$ cat src/fws_pkg.sv
// Constants shared by the failsafe watchdog supervisor.
package fws_pkg;

  // Clock rate and interval figures.
  localparam int unsigned CLOCK_MHZ          = 250;
  localparam int unsigned WATCH_INTERVAL_MS  = 10;
  localparam int unsigned WATCH_INTERVAL_CYC = WATCH_INTERVAL_MS * 1000 * CLOCK_MHZ;
  localparam int unsigned FILTER_DIVISOR     = 32;
  localparam int unsigned KICK_MIN_NS        = 150;
  localparam int unsigned CLOCK_PERIOD_NS    = 1000 / CLOCK_MHZ;
  localparam int unsigned KICK_MIN_CYC       = (KICK_MIN_NS + CLOCK_PERIOD_NS - 1) / CLOCK_PERIOD_NS;

  // Synchroniser depth for pin inputs.
  localparam int unsigned SYNC_DEPTH = 3;

  // Supervisor states.
  typedef enum logic [2:0]
  {
    FWS_OFF,
    FWS_FILTER,
    FWS_POR,
    FWS_RUN,
    FWS_EXPIRED,
    FWS_HALT
  } fws_state_t;

endpackage

$ cat src/fws_supervisor.sv
// Failsafe watchdog supervisor with supply-monitor sequencing.
`timescale 1ns/10ps

// Overview of operation
// Start power-on sequence only with input above upper level and core armed.
// Below warn level assert warning; below lower level assert hold-low.
// Unserviced watchdog warns after first interval, holds after second, stays held until a falling kick.
// Default watch interval 10 ms, also used as power-on reset delay.
// Power-on condition filtered for one thirty-second of the interval.
// Core below arm level: supervision off, warning and hold-low driven low.
// Core armed: outputs follow watchdog timer and monitored input levels.
// Core below drop level: timer and supervision off, warning and hold-low driven low, expiry warning high.
// Falling kick restarts interval from zero and sets expiry warning high.
// Expiry warning toggles each interval from high; hold-low at first low end.
// Hold-low released one interval after the filtered upper-level condition; kicks ignored meanwhile.
// Below lower level forces outputs low, expiry off, kicks ignored until power-up.
// Interval measured by counting cycles up to a parameterised terminal count.
// Comparator results and kick synchronised; kick detected as falling edge.
module fws_supervisor
  import fws_pkg::*;
#(
  parameter int unsigned INTERVAL_CYC = WATCH_INTERVAL_CYC // Watch interval in cycles.
)
(
  input  wire logic clock,            // 250 MHz clock.
  input  wire logic rst_n,            // Asynchronous reset, active low.
  input  wire logic above_upper_trip, // Monitored input above upper trip level.
  input  wire logic above_warn_trip,  // Monitored input above warn trip level.
  input  wire logic above_lower_trip, // Monitored input above lower trip level.
  input  wire logic core_above_arm,   // Core supply above arm level.
  input  wire logic core_above_drop,  // Core supply above drop level.
  input  wire logic kick_n,           // Watchdog service input, active low.
  output logic      expiry_warn_n,    // Expiry warning, active low.
  output logic      power_fail_n,     // Power-fail warning, active low.
  output logic      system_hold_n     // System hold output, active low.
);

  localparam int unsigned FILTER_CYC = (INTERVAL_CYC / FILTER_DIVISOR > 0) ?
                                       INTERVAL_CYC / FILTER_DIVISOR : 1;
  localparam int unsigned CW = $clog2(INTERVAL_CYC + 1);
  localparam int unsigned NS = 5;

  // Refuse an interval too short to filter or count, when the design is elaborated.
  if (INTERVAL_CYC < 2)
  begin : g_bad_interval
    $error("fws_supervisor: INTERVAL_CYC must be at least 2");
  end

  //////////////////////////////////////////////////////////////////////////////

  logic [NS-1:0] sync_in;
  logic [NS-1:0] s1_q, s2_q, s3_q;
  logic [NS-1:0] s1_d, s2_d, s3_d;
  logic [NS-1:0] clean_q, clean_d;

  assign sync_in = {kick_n, core_above_drop, core_above_arm, above_lower_trip,
                    above_upper_trip};

  // Three-stage synchroniser; a change is taken once stages two and three agree.
  always_comb
  begin
    s1_d    = sync_in;
    s2_d    = s1_q;
    s3_d    = s2_q;
    clean_d = clean_q;
    for (int i = 0; i < NS; i++)
    begin
      if (s2_q[i] == s3_q[i])
        clean_d[i] = s3_q[i];
    end
  end

  // Synchroniser registers; comparators rest at the low, unpowered level and the kick
  // line at its idle high level in every stage, so that no false kick edge follows reset.
  always_ff @(posedge clock or negedge rst_n)
  begin
    if (!rst_n)
    begin
      s1_q    <= {1'b1, {(NS-1){1'b0}}};
      s2_q    <= {1'b1, {(NS-1){1'b0}}};
      s3_q    <= {1'b1, {(NS-1){1'b0}}};
      clean_q <= {1'b1, {(NS-1){1'b0}}};
    end
    else
    begin
      s1_q    <= s1_d;
      s2_q    <= s2_d;
      s3_q    <= s3_d;
      clean_q <= clean_d;
    end
  end

  // Warn comparator synchronised separately to keep the vector compact.
  logic w1_q, w2_q, w3_q, warn_q;
  logic w1_d, w2_d, w3_d, warn_d;

  // Next values for the warn comparator synchroniser.
  always_comb
  begin
    w1_d   = above_warn_trip;
    w2_d   = w1_q;
    w3_d   = w2_q;
    warn_d = (w2_q == w3_q) ? w3_q : warn_q;
  end

  // Warn comparator synchroniser registers.
  always_ff @(posedge clock or negedge rst_n)
  begin
    if (!rst_n)
    begin
      w1_q   <= 1'b0;
      w2_q   <= 1'b0;
      w3_q   <= 1'b0;
      warn_q <= 1'b0;
    end
    else
    begin
      w1_q   <= w1_d;
      w2_q   <= w2_d;
      w3_q   <= w3_d;
      warn_q <= warn_d;
    end
  end

  logic upper_s, lower_s, arm_s, drop_s, kick_s;
  assign upper_s = clean_q[0];
  assign lower_s = clean_q[1];
  assign arm_s   = clean_q[2];
  assign drop_s  = clean_q[3];
  assign kick_s  = clean_q[4];

  //////////////////////////////////////////////////////////////////////////////

  fws_state_t    state_q, state_d;
  logic [CW-1:0] count_q, count_d;
  logic          kick_prev_q, kick_prev_d;
  logic          armed_q, armed_d;
  logic          save_q, save_d;
  logic          toe_q, toe_d;
  logic          hold_q, hold_d;
  logic          kick_fall;
  logic          interval_done;
  logic          filter_done;

  assign kick_fall     = kick_prev_q & ~kick_s;
  assign interval_done = (count_q == CW'(INTERVAL_CYC - 1));
  assign filter_done   = (count_q == CW'(FILTER_CYC - 1));

  // Sequencer: supply arming, power-on delay, watchdog and failsafe halt.
  always_comb
  begin
    state_d     = state_q;
    count_d     = count_q + CW'(1);
    kick_prev_d = kick_s;
    armed_d     = armed_q;
    save_d      = save_q;
    toe_d       = toe_q;
    hold_d      = hold_q;
    if (arm_s)
      armed_d = 1'b1;
    if (!drop_s)
      armed_d = 1'b0;
    if (!armed_q)
    begin
      state_d = FWS_OFF;
      count_d = '0;
      save_d  = 1'b0;
      hold_d  = 1'b0;
      toe_d   = 1'b1;
    end
    else if (!lower_s && state_q != FWS_OFF && state_q != FWS_FILTER)
    begin
      state_d = FWS_OFF;
      count_d = '0;
      save_d  = 1'b0;
      hold_d  = 1'b0;
      toe_d   = 1'b1;
    end
    else
    begin
      // Power-fail warning follows the input with hysteresis.
      if (!warn_q)
        save_d = 1'b0;
      else if (upper_s && state_q != FWS_OFF && state_q != FWS_FILTER)
        save_d = 1'b1;
      case (state_q)
        FWS_OFF:
        begin
          count_d = '0;
          if (upper_s)
            state_d = FWS_FILTER;
        end
        FWS_FILTER:
        begin
          if (!upper_s)
          begin
            state_d = FWS_OFF;
            count_d = '0;
          end
          else if (filter_done)
          begin
            state_d = FWS_POR;
            count_d = '0;
            save_d  = warn_q;
          end
        end
        FWS_POR:
        begin
          if (interval_done)
          begin
            state_d = FWS_RUN;
            count_d = '0;
            hold_d  = 1'b1;
          end
        end
        FWS_RUN, FWS_EXPIRED, FWS_HALT:
        begin
          if (kick_fall)
          begin
            state_d = FWS_RUN;
            count_d = '0;
            toe_d   = 1'b1;
            hold_d  = 1'b1;
          end
          else if (interval_done)
          begin
            count_d = '0;
            toe_d   = ~toe_q;
            if (state_q == FWS_RUN)
              state_d = FWS_EXPIRED;
            else if (state_q == FWS_EXPIRED)
            begin
              state_d = FWS_HALT;
              hold_d  = 1'b0;
            end
          end
        end
        default:
        begin
          state_d = FWS_OFF;
          count_d = '0;
        end
      endcase
    end
  end

  // Sequencer registers.
  always_ff @(posedge clock or negedge rst_n)
  begin
    if (!rst_n)
    begin
      state_q     <= FWS_OFF;
      count_q     <= '0;
      kick_prev_q <= 1'b1;
      armed_q     <= 1'b0;
      save_q      <= 1'b0;
      toe_q       <= 1'b1;
      hold_q      <= 1'b0;
    end
    else
    begin
      state_q     <= state_d;
      count_q     <= count_d;
      kick_prev_q <= kick_prev_d;
      armed_q     <= armed_d;
      save_q      <= save_d;
      toe_q       <= toe_d;
      hold_q      <= hold_d;
    end
  end

  // Outputs come straight from registers.
  assign expiry_warn_n = toe_q;
  assign power_fail_n  = save_q;
  assign system_hold_n = hold_q;

endmodule

$ cat config.mk
export PLATFORM = sky130hd
export DESIGN_NAME = fws_supervisor
export DESIGN_NICKNAME = d
export VERILOG_FILES = /design/src/fws_pkg.sv /design/src/fws_supervisor.sv
export SDC_FILE = /design/constraint.sdc
export NUM_CORES = 1
export LEC_CHECK = 0
export ABC_AREA = 1
export BUFFER_PORTS_ARGS = -buffer_cell sky130_fd_sc_hd__buf_4
export CAP_MARGIN = 20
export CORE_MARGIN = 10
export CORE_UTILIZATION = 36
export CTS_BUF_LIST = sky130_fd_sc_hd__clkbuf_8
export CTS_CLUSTER_SIZE = 25
export DETAILED_ROUTE_END_ITERATION = 10
export GPL_TIMING_DRIVEN = 0
export PLACE_DENSITY_LB_ADDON = 0.1
export SLEW_MARGIN = 20
export SYNTH_ARGS = -nofsm -noshare
export SYNTH_HDL_FRONTEND = slang
export SYNTH_SLANG_ARGS = --single-unit
$ cat constraint.sdc
create_clock -name clock -period 1.6 [get_ports clock]
set_input_delay 0.32 -clock clock [delete_from_list [all_inputs] [get_ports clock]]
set_output_delay 0.32 -clock clock [all_outputs]
set_load 0.02 [all_outputs]
Word-level counts from Yosys, hierarchy flattened
Index checks and enable logic that the tools add are counted.
{"block": "totals", "regBits": 54}
{"block": "classes", "n_addsub": 1, "eq_ne": 25, "n_mux": 40, "n_bitwise": 3, "reduce_logical": 11}
{"operator": "22-bit two-way mux", "count": 6}
{"operator": "22-bit one-hot mux with 3 select lines", "count": 1}
{"operator": "3-bit two-way mux", "count": 10}
{"operator": "22-bit by 1-bit adder with 22-bit output, second input constant", "count": 1}
{"operator": "22-bit by 17-bit == test with 1-bit output, second input constant", "count": 1}
{"operator": "22-bit == test, second input constant", "count": 1}
{"operator": "1-bit two-way mux", "count": 21}
{"operator": "5-bit inequality test, second input constant", "count": 4}
{"operator": "3-bit one-hot mux with 4 select lines", "count": 1}
{"operator": "5-bit AND reduction", "count": 2}
{"operator": "4-bit by 1-bit inequality test with 1-bit output, second input constant", "count": 2}
{"operator": "4-bit inequality test, second input constant", "count": 2}
{"operator": "1-bit == test", "count": 6}
{"operator": "3-bit by 2-bit == test with 1-bit output, second input constant", "count": 2}
{"operator": "3-bit == test, second input constant", "count": 2}
{"operator": "3-bit by 1-bit inequality test with 1-bit output, second input constant", "count": 2}
{"operator": "6-bit inequality test, second input constant", "count": 1}
{"operator": "1-bit logical AND", "count": 4}
{"operator": "3-bit by 1-bit == test with 1-bit output, second input constant", "count": 1}
{"operator": "3-bit zero test", "count": 1}
{"operator": "3-bit nonzero test", "count": 1}
{"operator": "3-bit OR reduction", "count": 1}
{"operator": "2-bit inequality test, second input constant", "count": 1}
{"operator": "1-bit inverter", "count": 2}
{"operator": "other kinds (4)", "count": 4}

Depth between registers and ports, before layout
Gate-level depths: netlist of run 1.
{"block": "logic_depth", "word_depth": 10, "mapped_depth": 12, "mapped_depth_nobuf": 11}

Worst setup path after synthesis of run 1
Ideal clock, no wire load.
{"block": "synth_timing", "path_kind": "register to register", "from": "reg count_q[0]", "to": "reg count_q[7]", "arrival_time_ns": 1.538, "required_time_ns": 1.476, "path_slack_ns": -0.063, "stages_incl_launch_ff": 12, "path_cell_list": "dfrtp_1 -> ha_1 -> nand2_1 -> nor2_1 -> inv_1 -> nor2_1 -> nand2_1 -> nand2_2 -> nand2_4 -> nand2_4 -> buf_12 -> nor2_4"}
{"block": "synth_via", "elab_chain_len": 6, "elab_cells_between_ends": 10, "cone_classes": "1 x add/sub; 2 x eq/ne; 7 x mux"}
{"item": "start: declaration", "line_no": "fws_supervisor.sv:135", "source": "logic [CW-1:0] count_q, count_d;"}
{"item": "start signal: assignment", "line_no": "fws_supervisor.sv:263", "source": "count_q <= count_d;"}
{"item": "22-bit by 1-bit adder with 22-bit output (tied with other cells)", "line_no": "fws_supervisor.sv:153", "source": "count_d = count_q + CW'(1);"}
{"item": "22-bit two-way mux (on tied branches)", "line_no": "fws_supervisor.sv:209, fws_supervisor.sv:225, fws_supervisor.sv:200"}
{"item": "22-bit two-way mux (on tied branches)", "line_no": "fws_supervisor.sv:218, fws_supervisor.sv:195"}
{"item": "22-bit one-hot mux with 3 select lines *", "line_no": "fws_supervisor.sv:186", "source": "case (state_q)"}
{"item": "22-bit two-way mux *", "line_no": "fws_supervisor.sv:171", "source": "else if (!lower_s && state_q != FWS_OFF && state_q != FWS_FILTER)"}
{"item": "22-bit two-way mux *", "line_no": "fws_supervisor.sv:163", "source": "if (!armed_q)"}
{"item": "named net count_d[7]", "line_no": "fws_supervisor.sv:135"}
Mark *: on every way through the listed nets, which the timed path passes. The rest lies on a longest branch.
A chain may end at the register's enable or synchronous reset.

Worst setup path after layout of run 1
{"block": "layout_timing", "from": "reg state_q[2]", "to": "reg count_q[4]"}
{"block": "layout_via", "elab_chain_len": 5, "elab_cells_between_ends": 13, "cone_classes": "6 x eq/ne; 3 x mux; 4 x reduce/logical"}
{"item": "start: declaration", "line_no": "fws_supervisor.sv:134", "source": "fws_state_t state_q, state_d;"}
{"item": "start signal: assignment", "line_no": "fws_supervisor.sv:262", "source": "state_q <= state_d;"}
{"item": "3-bit by 2-bit == test with 1-bit output (tied with other cells)", "line_no": "fws_supervisor.sv:186"}
{"item": "3-bit OR reduction / 1-bit logical AND (equally long branches)", "line_no": "fws_supervisor.sv:186, fws_supervisor.sv:171"}
{"item": "22-bit one-hot mux with 3 select lines / 1-bit logical AND (equally long branches)", "line_no": "fws_supervisor.sv:186, fws_supervisor.sv:171"}
{"item": "22-bit two-way mux *", "line_no": "fws_supervisor.sv:171"}
{"item": "22-bit two-way mux *", "line_no": "fws_supervisor.sv:163"}
{"item": "named net count_d[4]", "line_no": "fws_supervisor.sv:135"}
Marks and branches as above.

==> impl_results.md, run 1 <==
- Status: finished with violations
- Violated checks: setup timing
- Syn Area/Cell: 8.70 um^2
- Count of hold buffers inserted by post-cts repair: 0
- GPL Wtd Cong: 0.843
- Fin crit share: 1.08
- Final number of setup-violating endpoints: 24
- Total track usage: 0.111
- Startpoint Class: register
- Relative slew margins: 0.548
- Fin Setup TNS: -1.70 ns
- CP cell instances: buf_6 -> nor2_4 -> nor2_4 -> nor2_4 -> nand2_4 -> a21oi_4 -> nand2_4 -> buf_12 -> buf_12 -> nor2_4
- Critical path peak fanout: 5
- Largest area contributor in the netlist: dfrtp_1
- Die width: 106 um
- Drt pass-1 iters: 7
- Via Count: 2138
- Pleak: 0.00156 uW
- Clock share of power: 0.292
- Seq pwr share: 0.515
- Post-synthesis sequential area ratio: 0.515
- Fraction of layout cells with a size suffix above 1: 0.391
- Vias per inst: 4.65
- Crit-path slowest cell: dfrtp_2
- # port buffers: 10
- CP delay by family, top: simple AND/OR/NAND/NOR gates
- Die ar.: 0.0111 mm^2
- Vias in the first global route: 2099
- Antenna cells: 0
- Maxcap violations: 0
- Unrepaired setup endpoints after global routing: yes
- Worst Path Arrival: 2.00 ns
- Initial core utilization: 0.367
- Area growth from synthesis to final layout: 36.4%
- Max Slew Vio Count: 0
- Yosys cell types: 28
- CTS clock-pin slew for the worst setup and hold paths: 0.11 ns
- Yosys top cell area share: 0.456
- Critical Path End Type: register
- # H-tree levels: 2
- Most frequent CP cell: nor2_4
- Final Non-Filler Cells: 460
- Overflow after GRT: 0
- CTS tree: done
- Clock Skew: 0.00549 ns
- Antenna viol nets, final: 0
- Fmax: 576 MHz
- HPWL Detailed: 3780 um
- Slew @ Worst Pin: 0.677 ns
- Worst EP required: 1.86 ns
- Clock sinks: 54
- Most common cell after layout, fill and taps aside: nand2_1
- Comb power frac: 0.194
- Drt first-iter violations: 94
- Pwr dens: 807 mW/mm^2
- Slowest cell delay on critical path: 0.45 ns
- Fin util: 0.501
- Row Count: 31
- Flops & latches, synth: 54
- NumNets Final: 370
- Clock buffer depth: 2
- Psw: 890 uW
- Hold Vio Cnt, Final: 0
- CTS root buf: clkbuf_8
- Worst vdd ir: 0.411 mV
- Clock Latency Late Sink: 0.32 ns
- Pwr Total: 2900 uW
- Mapped Cells: 303
- Buf+Inv Stages, Crit Path: 3
- Netlist Area Pre-Place: 0.00264 mm^2
- Switching share of power: 0.307
- DRC Markers: 0
- Num CTS Buffers: 5
- Internal Power: 2010 uW
- Worst setup path class: reg2reg
- Global-route wire length before repair: 10300 um
- Ports: 11
- Core area: 0.00718 mm^2
- PnR worst setup slack: -0.136 ns
- Fin crit period: 1.74 ns
- Syn nets: 313
- Initial antenna violation count: 0
- Synth top area cells: dfrtp_1, nand2_1, nor2_1
- Pin count of the biggest net entering global routing: 55
- Dpl cells: 412
- Most frequent cells in the layout: nand2_1, dfrtp_1, buf_4
- Ys Warns: 0
- Hold WC Path Type: in2async
- Total Routed Length: 6080 um
- Die Ht: 106 um
- WL per Instance: 13.2 um
==> synth_stat cells <==
| master | instances |
|---|---|
| nand2_1 | 71 |
| dfrtp_1 | 48 |
| nor2_1 | 48 |
| inv_1 | 37 |
| nand3_1 | 15 |
| nor2_4 | 12 |
| o21ai_0 | 9 |
| xor2_1 | 8 |
| nand4_1 | 7 |
| a21oi_1 | 6 |
| dfstp_2 | 6 |
| maj3_1 | 6 |
| nor3_1 | 6 |
| o21ai_1 | 3 |
| o21bai_1 | 3 |
| xnor2_1 | 3 |
| ha_1 | 2 |
| nand2_4 | 2 |
| nor2_2 | 2 |
| a21oi_4 | 1 |
| a31oi_1 | 1 |
| and3_1 | 1 |
| buf_12 | 1 |
| clkinv_1 | 1 |
| nand2_2 | 1 |
| nor4_1 | 1 |
| o21a_1 | 1 |
| or2_2 | 1 |
==> final cells by class <==
class,count,area [um^2]
plain buffers,1,20.0
clock buffers,5,68.8
clock inverters,3,28.8
fillers,674,3580
inverters,38,148
multi-input cells,210,1370
flip-flops and latches,54,1370
well taps,99,124
repair buffers,50,474
==> metrics by stage <==
| step | area [um^2] | worst slack [ns] | hold slack (ns) |
|---|---|---|---|
| after global placement | 2840 | -0.329 | 0.332 |
| after detailed placement | 2840 | -0.345 | 0.335 |
| final | 3590 | -0.136 | 0.0203 |
| after floorplan | 2640 | 0.00411 | 0.0244 |
| after CTS | 3270 | -0.112 | 0.0503 |
| after global routing | 3590 | -0.216 | 0.0701 |
==> flip-flops by register name, indices dropped and copies added (netlist names) <==
register,flops
armed_q,1
clean_q,5
count_q,22
expiry_warn_n,1
kick_prev_q,1
power_fail_n,1
s1_q,5
s2_q,5
s3_q,5
state_q,3
system_hold_n,1
w1_q,1
w2_q,1
w3_q,1
warn_q,1
==> kinds of logic (layout without fill, tap and decap cells) <==
group	after synthesis	count (layout)	synth area share
simple gates	167	167	0.300
fa+ha+maj	8	8	0.0323
xor+xnor	11	11	0.0365
buf+inv	39	97	0.0617
flops	54	54	0.515
compound gates	24	24	0.0541
==> metal layers <==
layer,vias to the layer above,track usage,share of wire
met4,0,0.0338,0.012
met1,1004,0.152,0.47
met5,-,0,0
met3,12,0.0231,0.043
li1,1078,-,-
met2,44,0.172,0.47
==> worst paths after layout <==
kind,start,to,slack (ns),depth (start not counted)
setup reg to reg,state_q[2],count_q[4],-0.14,10
min in group clock,kick_n,s1_q[4],0.10,1
setup / recovery,state_q[2],count_q[4],-0.14,10
max in group asynchronous,rst_n,count_q[2],1.08,1
hold reg to reg,s1_q[0],s2_q[0],0.36,0
hold / removal,rst_n,count_q[9],0.02,1
==> timing repair <==
item / 4_1_cts / 5_1_grt
pin swaps: 21 / 27
setup endpoints to repair: 27 / 27
buffers inserted: 24 / 20
cloned: 1 / 0
gates resized for setup: 31 / 65
==> power by group through the flow <==
stage	sequential, uW	clock, uW	combinational, uW
floorplan	1510	0	246
global placement	1510	0	364
detailed placement	1520	0	365
CTS	1490	895	456
global route	1500	949	619
finish	1490	847	562
Power figures use the tool's default switching activity.
==> run 2: changes to the inputs <==
--- a/config.mk
+++ b/config.mk
@@ -15,6 +15,7 @@
 export DETAILED_ROUTE_END_ITERATION = 10
 export GPL_TIMING_DRIVEN = 0
 export PLACE_DENSITY_LB_ADDON = 0.1
+export REMOVE_ABC_BUFFERS = 1
 export SLEW_MARGIN = 20
 export SYNTH_ARGS = -nofsm -noshare
 export SYNTH_HDL_FRONTEND = slang
==> run 2 against run 1 <==
The flow still finishes with violations (setup timing); critical path depth decreased by 2; maximum frequency increased by 6.6%; sequential power about the same; critical path type unchanged; worst hold slack got worse by 0.0049 ns; largest power group unchanged; via count is 2.6% lower; wire length fell by 6.9%; setup slack gained 0.11 ns; combinational power up 7.1%.
==> impl_results.md, run 2 (synthesized netlist as in run 1, its figures left out) <==
- Unrepaired setup endpoints after global routing: yes (unchanged)
- Fin crit period: 1.63 ns (was 1.74 ns)
- Pwr Total: 2920 uW (was 2900 uW)
- Fraction of layout cells with a size suffix above 1: 0.359 (was 0.391)
- Row Count: 31 (unchanged)
- Total Routed Length: 5660 um (was 6080 um)
- CP cell instances: ha_2 -> nand2_2 -> nor2_4 -> nand4_1 -> nor2_4 -> buf_4 -> xnor2_2 -> nor2_4 (was buf_6 -> nor2_4 -> nor2_4 -> nor2_4 -> nand2_4 -> a21oi_4 -> nand2_4 -> buf_12 -> buf_12 -> nor2_4)
- # port buffers: 10 (unchanged)
- Pwr dens: 849 mW/mm^2 (was 807 mW/mm^2)
- Worst hold slack: 0.0154 ns (was 0.0203 ns)
- WL per Instance: 12.7 um (was 13.2 um)
- Via Count: 2082 (was 2138)
- PnR worst setup slack: -0.0284 ns (was -0.136 ns)
- DRC Markers: 0 (unchanged)
- # H-tree levels: 2 (unchanged)
- Final Non-Filler Cells: 447 (was 460)
- Vias per inst: 4.66 (was 4.65)
- Worst EP required: 1.82 ns (was 1.86 ns)
- Core area: 0.00718 mm^2 (unchanged)
- Worst vdd ir: 0.446 mV (was 0.411 mV)
- Vias in the first global route: 1995 (was 2099)
- Area growth from synthesis to final layout: 30.5% (was 36.4%)
- Total track usage: 0.102 (was 0.111)
- Count of hold buffers inserted by post-cts repair: 0 (unchanged)
- HPWL Detailed: 3690 um (was 3780 um)
- Ports: 11 (unchanged)
- Pin count of the biggest net entering global routing: 55 (unchanged)
- Initial core utilization: 0.367 (unchanged)
- CTS tree: done (unchanged)
- Violated checks: setup timing (unchanged)
- Clock Latency Late Sink: 0.31 ns (was 0.32 ns)
- Drt first-iter violations: 71 (was 94)
- NumNets Final: 357 (was 370)
- Register Area: 0.00136 mm^2 (was 0.00137 mm^2)
- Fin crit share: 1.02 (was 1.08)
- Drt pass-1 iters: 4 (was 7)
- Hold Vio Cnt, Final: 0 (unchanged)
- Status: finished with violations (unchanged)
- Max Slew Vio Count: 0 (unchanged)
- Footprint of the multi-input gates: 0.00140 mm^2 (was 0.00137 mm^2)
- CTS clock-pin slew for the worst setup and hold paths: 0.11 ns (about the same)
- Clock buffer depth: 2 (unchanged)
- Num CTS Buffers: 5 (unchanged)
- Global-route wire length before repair: 9520 um (was 10300 um)
- Filler Cells Inserted: 670 (was 674)
- Area after DPL: 0.00282 mm^2 (was 0.00284 mm^2)
- Pleak: 0.00144 uW (was 0.00156 uW)
- Maxcap violations: 0 (unchanged)
- Antenna viol nets, final: 0 (unchanged)
- Die width: 106 um (unchanged)
- Slowest cell delay on critical path: 0.39 ns (was 0.45 ns)
- CTS root buf: clkbuf_8 (unchanged)
- Slew @ Worst Pin: 0.695 ns (was 0.677 ns)
- Most frequent CP cell: nor2_4 (unchanged)
- Startpoint Class: register (unchanged)
- Layout Cell Area excl Fill: 0.00344 mm^2 (was 0.00359 mm^2)
- Clock sinks: 54 (unchanged)
- Antenna cells: 0 (unchanged)
- Final number of setup-violating endpoints: 16 (was 24)
- Overflow after GRT: 0 (unchanged)
- Crit-path slowest cell: dfrtp_1 (was dfrtp_2)
- Critical path peak fanout: 3 (was 5)
- Initial antenna violation count: 0 (unchanged)
- GPL Wtd Cong: 0.836 (was 0.843)
- Max FFs per register: 22 (unchanged)
- Die Ht: 106 um (unchanged)
- Reg2reg path depth: 8 (was 10)
- Setup WS pre-CTS: -0.515 ns (was -0.345 ns)
- Die ar.: 0.0111 mm^2 (unchanged)
- Clock Skew: 0.0125 ns (was 0.00549 ns)
- Hold WC Path Type: in2async (unchanged)
- Most common cell after layout, fill and taps aside: nand2_1 (unchanged)
- Fmax: 614 MHz (was 576 MHz)
- Most frequent cells in the layout: nand2_1, dfrtp_1, inv_1 (was nand2_1, dfrtp_1, buf_4)
- Worst Path Arrival: 1.84 ns (was 2.00 ns)
- Critical Path End Type: register (unchanged)
- Relative slew margins: 0.537 (was 0.548)
- Dpl cells: 411 (was 412)
- Worst setup path class: reg2reg (unchanged)
- Biggest register: count_q (unchanged)
run 2: cell types whose count changed in the layout (fill, tap and decap cells not counted), sizes merged:
| cell | change |
|---|---|
| nand2 | +2 |
| clkinv | +1 |
| inv | -1 |
| buf | -15 |
run 2: timing repair:
item / 4_1_cts / 5_1_grt
buffers inserted: 13 / 13
pin swaps: 13 / 21
gates cloned: 2 / 0
resized for setup: 36 / 48
endpoints found under the setup margin: 27 / 26
run 2: cell type report:
class,count,area share
Clock buffer,5,0.0200
Clock inverter,3,0.00836
Inverter,38,0.0436
Multi-Input combinational cell,212,0.407
Sequential cell,54,0.396
Tap cell,99,0.0360
Timing Repair Buffer,36,0.0891
run 2: worst max-delay path: cells and delay by family, from the launching register on:
kind	cells	cell delay, ns
XOR/XNOR	1	0.12
flip-flops	1	0.39
adder cells (fa/ha/maj)	1	0.20
AND/OR/NAND/NOR	5	0.68
buffers and inverters	1	0.15
run 2: metal layers:
layer | track usage | wire length, um
met1 | 0.143 | 2860
met2 | 0.153 | 2570
met3 | 0.0244 | 187
met4 | 0.0309 | 49
met5 | 0 | 0
run 2: final timing paths:
check | start | endpoint | slack, ns
min | rst_n | count_q[15] | 0.02
min in group clock | kick_n | s1_q[4] | 0.11
max reg2reg | count_q[0] | count_q[12] | -0.03
max in group asynchronous | rst_n | warn_q | 1.08
min reg2reg | w1_q | w2_q | 0.36
max | count_q[0] | count_q[12] | -0.03
run 2: power by group:
group | switching [uW] | leakage, uW | internal (uW)
logic | 359 | 0.000710 | 243
clock network | 501 | 0.0000506 | 329
registers | 52.6 | 0.000677 | 1440
total | 913 | 0.00144 | 2010
run 2: metrics by stage:
step / setup TNS (ns) / util
global route: -2.40 / 0.480
floorplan: -0.988 / -
finish: -0.292 / 0.480
CTS: -0.00957 / 0.441
global placement: -9.48 / 0.392
detailed placement: -9.77 / 0.392
==> run 3: changes to the inputs <==
--- a/config.mk
+++ b/config.mk
@@ -16,7 +16,8 @@
 export GPL_TIMING_DRIVEN = 0
 export PLACE_DENSITY_LB_ADDON = 0.1
 export REMOVE_ABC_BUFFERS = 1
-export SLEW_MARGIN = 20
+export SLEW_MARGIN = 0
 export SYNTH_ARGS = -nofsm -noshare
 export SYNTH_HDL_FRONTEND = slang
 export SYNTH_SLANG_ARGS = --single-unit
+export TNS_END_PERCENT = 10
==> run 3 against run 2 <==
The run still ends with setup timing left; flip-flop and latch count unchanged; first-iteration DRC count unchanged; cell count decreased by 0.89%; design area decreased by 3.8%; via count decreased by 1.3%; combinational power decreased by 11%; die area unchanged; total power decreased by 2.3%; utilization decreased by 1.8 points; non-clock buffer count decreased by 4; critical endpoint is now count_q[16]; largest cell class is now sequential cells.
==> impl_results.md, run 3 (synthesized netlist as in run 1, its figures left out) <==
- Antenna viol nets, final: 0 (unchanged)
- Die Ht: 106 um (unchanged)
- Drt first-iter violations: 71 (unchanged)
- CTS root buf: clkbuf_8 (unchanged)
- Area growth from synthesis to final layout: 25.6% (was 30.5%)
- PnR worst setup slack: -0.0209 ns (was -0.0284 ns)
- Worst vdd ir: 0.442 mV (was 0.446 mV)
- Status: finished with violations (unchanged)
- Footprint of the multi-input gates: 0.00130 mm^2 (was 0.00140 mm^2)
- Unrepaired setup endpoints after global routing: yes (unchanged)
- Global-route wire length before repair: 9470 um (was 9520 um)
- Clock Latency Late Sink: 0.32 ns (was 0.31 ns)
- R2r setup slk: -0.02 ns (was -0.03 ns)
- Layout Cell Area excl Fill: 0.00331 mm^2 (was 0.00344 mm^2)
- Count of hold buffers inserted by post-cts repair: 0 (unchanged)
- Crit-path slowest cell: dfrtp_1 (unchanged)
- # H-tree levels: 2 (unchanged)
- Num CTS Buffers: 5 (unchanged)
- Overflow after GRT: 0 (unchanged)
- Row Count: 31 (unchanged)
- Area after DPL: 0.00282 mm^2 (unchanged)
- Relative slew margins: 0.542 (was 0.537)
- Pleak: 0.00140 uW (was 0.00144 uW)
- Fin crit period: 1.62 ns (was 1.63 ns)
- Initial core utilization: 0.367 (unchanged)
- Max Slew Vio Count: 0 (unchanged)
- Critical path peak fanout: 3 (unchanged)
- Startpoint Class: register (unchanged)
- CP delay by family, top: simple AND/OR/NAND/NOR gates (unchanged)
- CTS tree: done (unchanged)
- Biggest register: count_q (unchanged)
- Critical Path End Type: register (unchanged)
- DRC Markers: 0 (unchanged)
- Vias per inst: 4.64 (was 4.66)
- GPL Wtd Cong: 0.836 (unchanged)
- Fin util: 0.461 (was 0.480)
- Most frequent cells in the layout: nand2_1, dfrtp_1, nor2_1 (was nand2_1, dfrtp_1, inv_1)
- Antenna cells: 0 (unchanged)
- HPWL Detailed: 3690 um (unchanged)
- Slew @ Worst Pin: 0.687 ns (was 0.695 ns)
- Worst hold slack: 0.00899 ns (was 0.0154 ns)
- Slowest cell delay on critical path: 0.39 ns (about the same)
- Hold Vio Cnt, Final: 0 (unchanged)
- Filler Cells Inserted: 685 (was 670)
- Most common cell after layout, fill and taps aside: nand2_1 (unchanged)
- Drt pass-1 iters: 4 (unchanged)
- Pwr Total: 2850 uW (was 2920 uW)
- Fraction of layout cells with a size suffix above 1: 0.314 (was 0.359)
- NumNets Final: 353 (was 357)
- Pwr dens: 862 mW/mm^2 (was 849 mW/mm^2)
- Die width: 106 um (unchanged)
- Fin crit share: 1.01 (was 1.02)
- Clock buffer depth: 2 (unchanged)
- Clock Skew: 0.0150 ns (was 0.0125 ns)
- Worst setup path class: reg2reg (unchanged)
- Clock sinks: 54 (unchanged)
- Vias in the first global route: 1986 (was 1995)
- Max FFs per register: 22 (unchanged)
- Die ar.: 0.0111 mm^2 (unchanged)
- Violated checks: setup timing (unchanged)
- Worst Path Arrival: 1.84 ns (about the same)
- Fmax: 617 MHz (was 614 MHz)
- WL per Instance: 12.5 um (was 12.7 um)
- Ports: 11 (unchanged)
- Worst EP required: 1.82 ns (about the same)
- Dpl cells: 411 (unchanged)
- Via Count: 2055 (was 2082)
- Total track usage: 0.102 (about the same)
- Buf+Inv Stages, Crit Path: 0 (was 1)
- Final number of setup-violating endpoints: 5 (was 16)
- CTS clock-pin slew for the worst setup and hold paths: 0.12 ns (was 0.11 ns)
- Core area: 0.00718 mm^2 (unchanged)
- Register Area: 0.00136 mm^2 (unchanged)
- Pin count of the biggest net entering global routing: 55 (unchanged)
- CP cell instances: ha_2 -> nand2_2 -> nor2_4 -> nand4_1 -> nor2_1 -> nand3_1 -> o21ai_1 -> nor2_1 (was ha_2 -> nand2_2 -> nor2_4 -> nand4_1 -> nor2_4 -> buf_4 -> xnor2_2 -> nor2_4)
- Final Non-Filler Cells: 443 (was 447)
- Total Routed Length: 5550 um (was 5660 um)
- # port buffers: 10 (unchanged)
- Most frequent CP cell: nor2_1 (was nor2_4)
- Maxcap violations: 0 (unchanged)
- Initial antenna violation count: 0 (unchanged)
- Hold WC Path Type: in2async (unchanged)
run 3: cell types whose count changed in the layout (fill, tap and decap cells not counted), sizes merged:
cell	delta
buf	-4
run 3: through the flow:
step / setup TNS [ns] / worst slack [ns]
2_1_floorplan: -0.988 / -0.112
3_5_place_dp: -9.77 / -0.515
3_3_place_gp: -9.48 / -0.499
5_1_grt: -2.10 / -0.138
4_1_cts: -0.00957 / -0.00957
6_report: -0.0549 / -0.0209
run 3: what timing repair did:
| action | CTS | global route |
|---|---|---|
| buffers inserted | 12 | 10 |
| resized for setup | 37 | 21 |
| cloned | 2 | 0 |
| pin swaps | 13 | 15 |
| setup endpoints to repair | 27 | 26 |
| endpoints found under the hold margin | 0 | 0 |
run 3: cell type report:
cell class / instances / area share
sequential: 54 / 0.412
multi-input combinational: 212 / 0.394
timing repair buffer: 32 / 0.0835
inverter: 38 / 0.0438
tap: 99 / 0.0374
clock buffer: 5 / 0.0208
clock inverter: 3 / 0.00869
run 3: worst paths after layout:
path,endpoint,cells past startpoint,startpoint
max,count_q[16],8,count_q[0]
min,count_q[15],1,rst_n
max reg2reg,count_q[16],8,count_q[0]
min reg2reg,w2_q,0,w1_q
max in group asynchronous,state_q[2],1,rst_n
min in group clock,s1_q[4],1,kick_n
run 3: routing by layer:
layer / GRT usage / routed length (um) / vias up
li1: - / - / 1038
met1: 0.142 / 2840 / 970
met2: 0.152 / 2460 / 39
met3: 0.0244 / 184 / 8
met4: 0.0309 / 63 / 0
met5: 0 / 0 / -
run 3: where the power goes:
group	internal [uW]	switching (uW)
Combinational	212	323
Clock	329	503
Sequential	1440	49.9
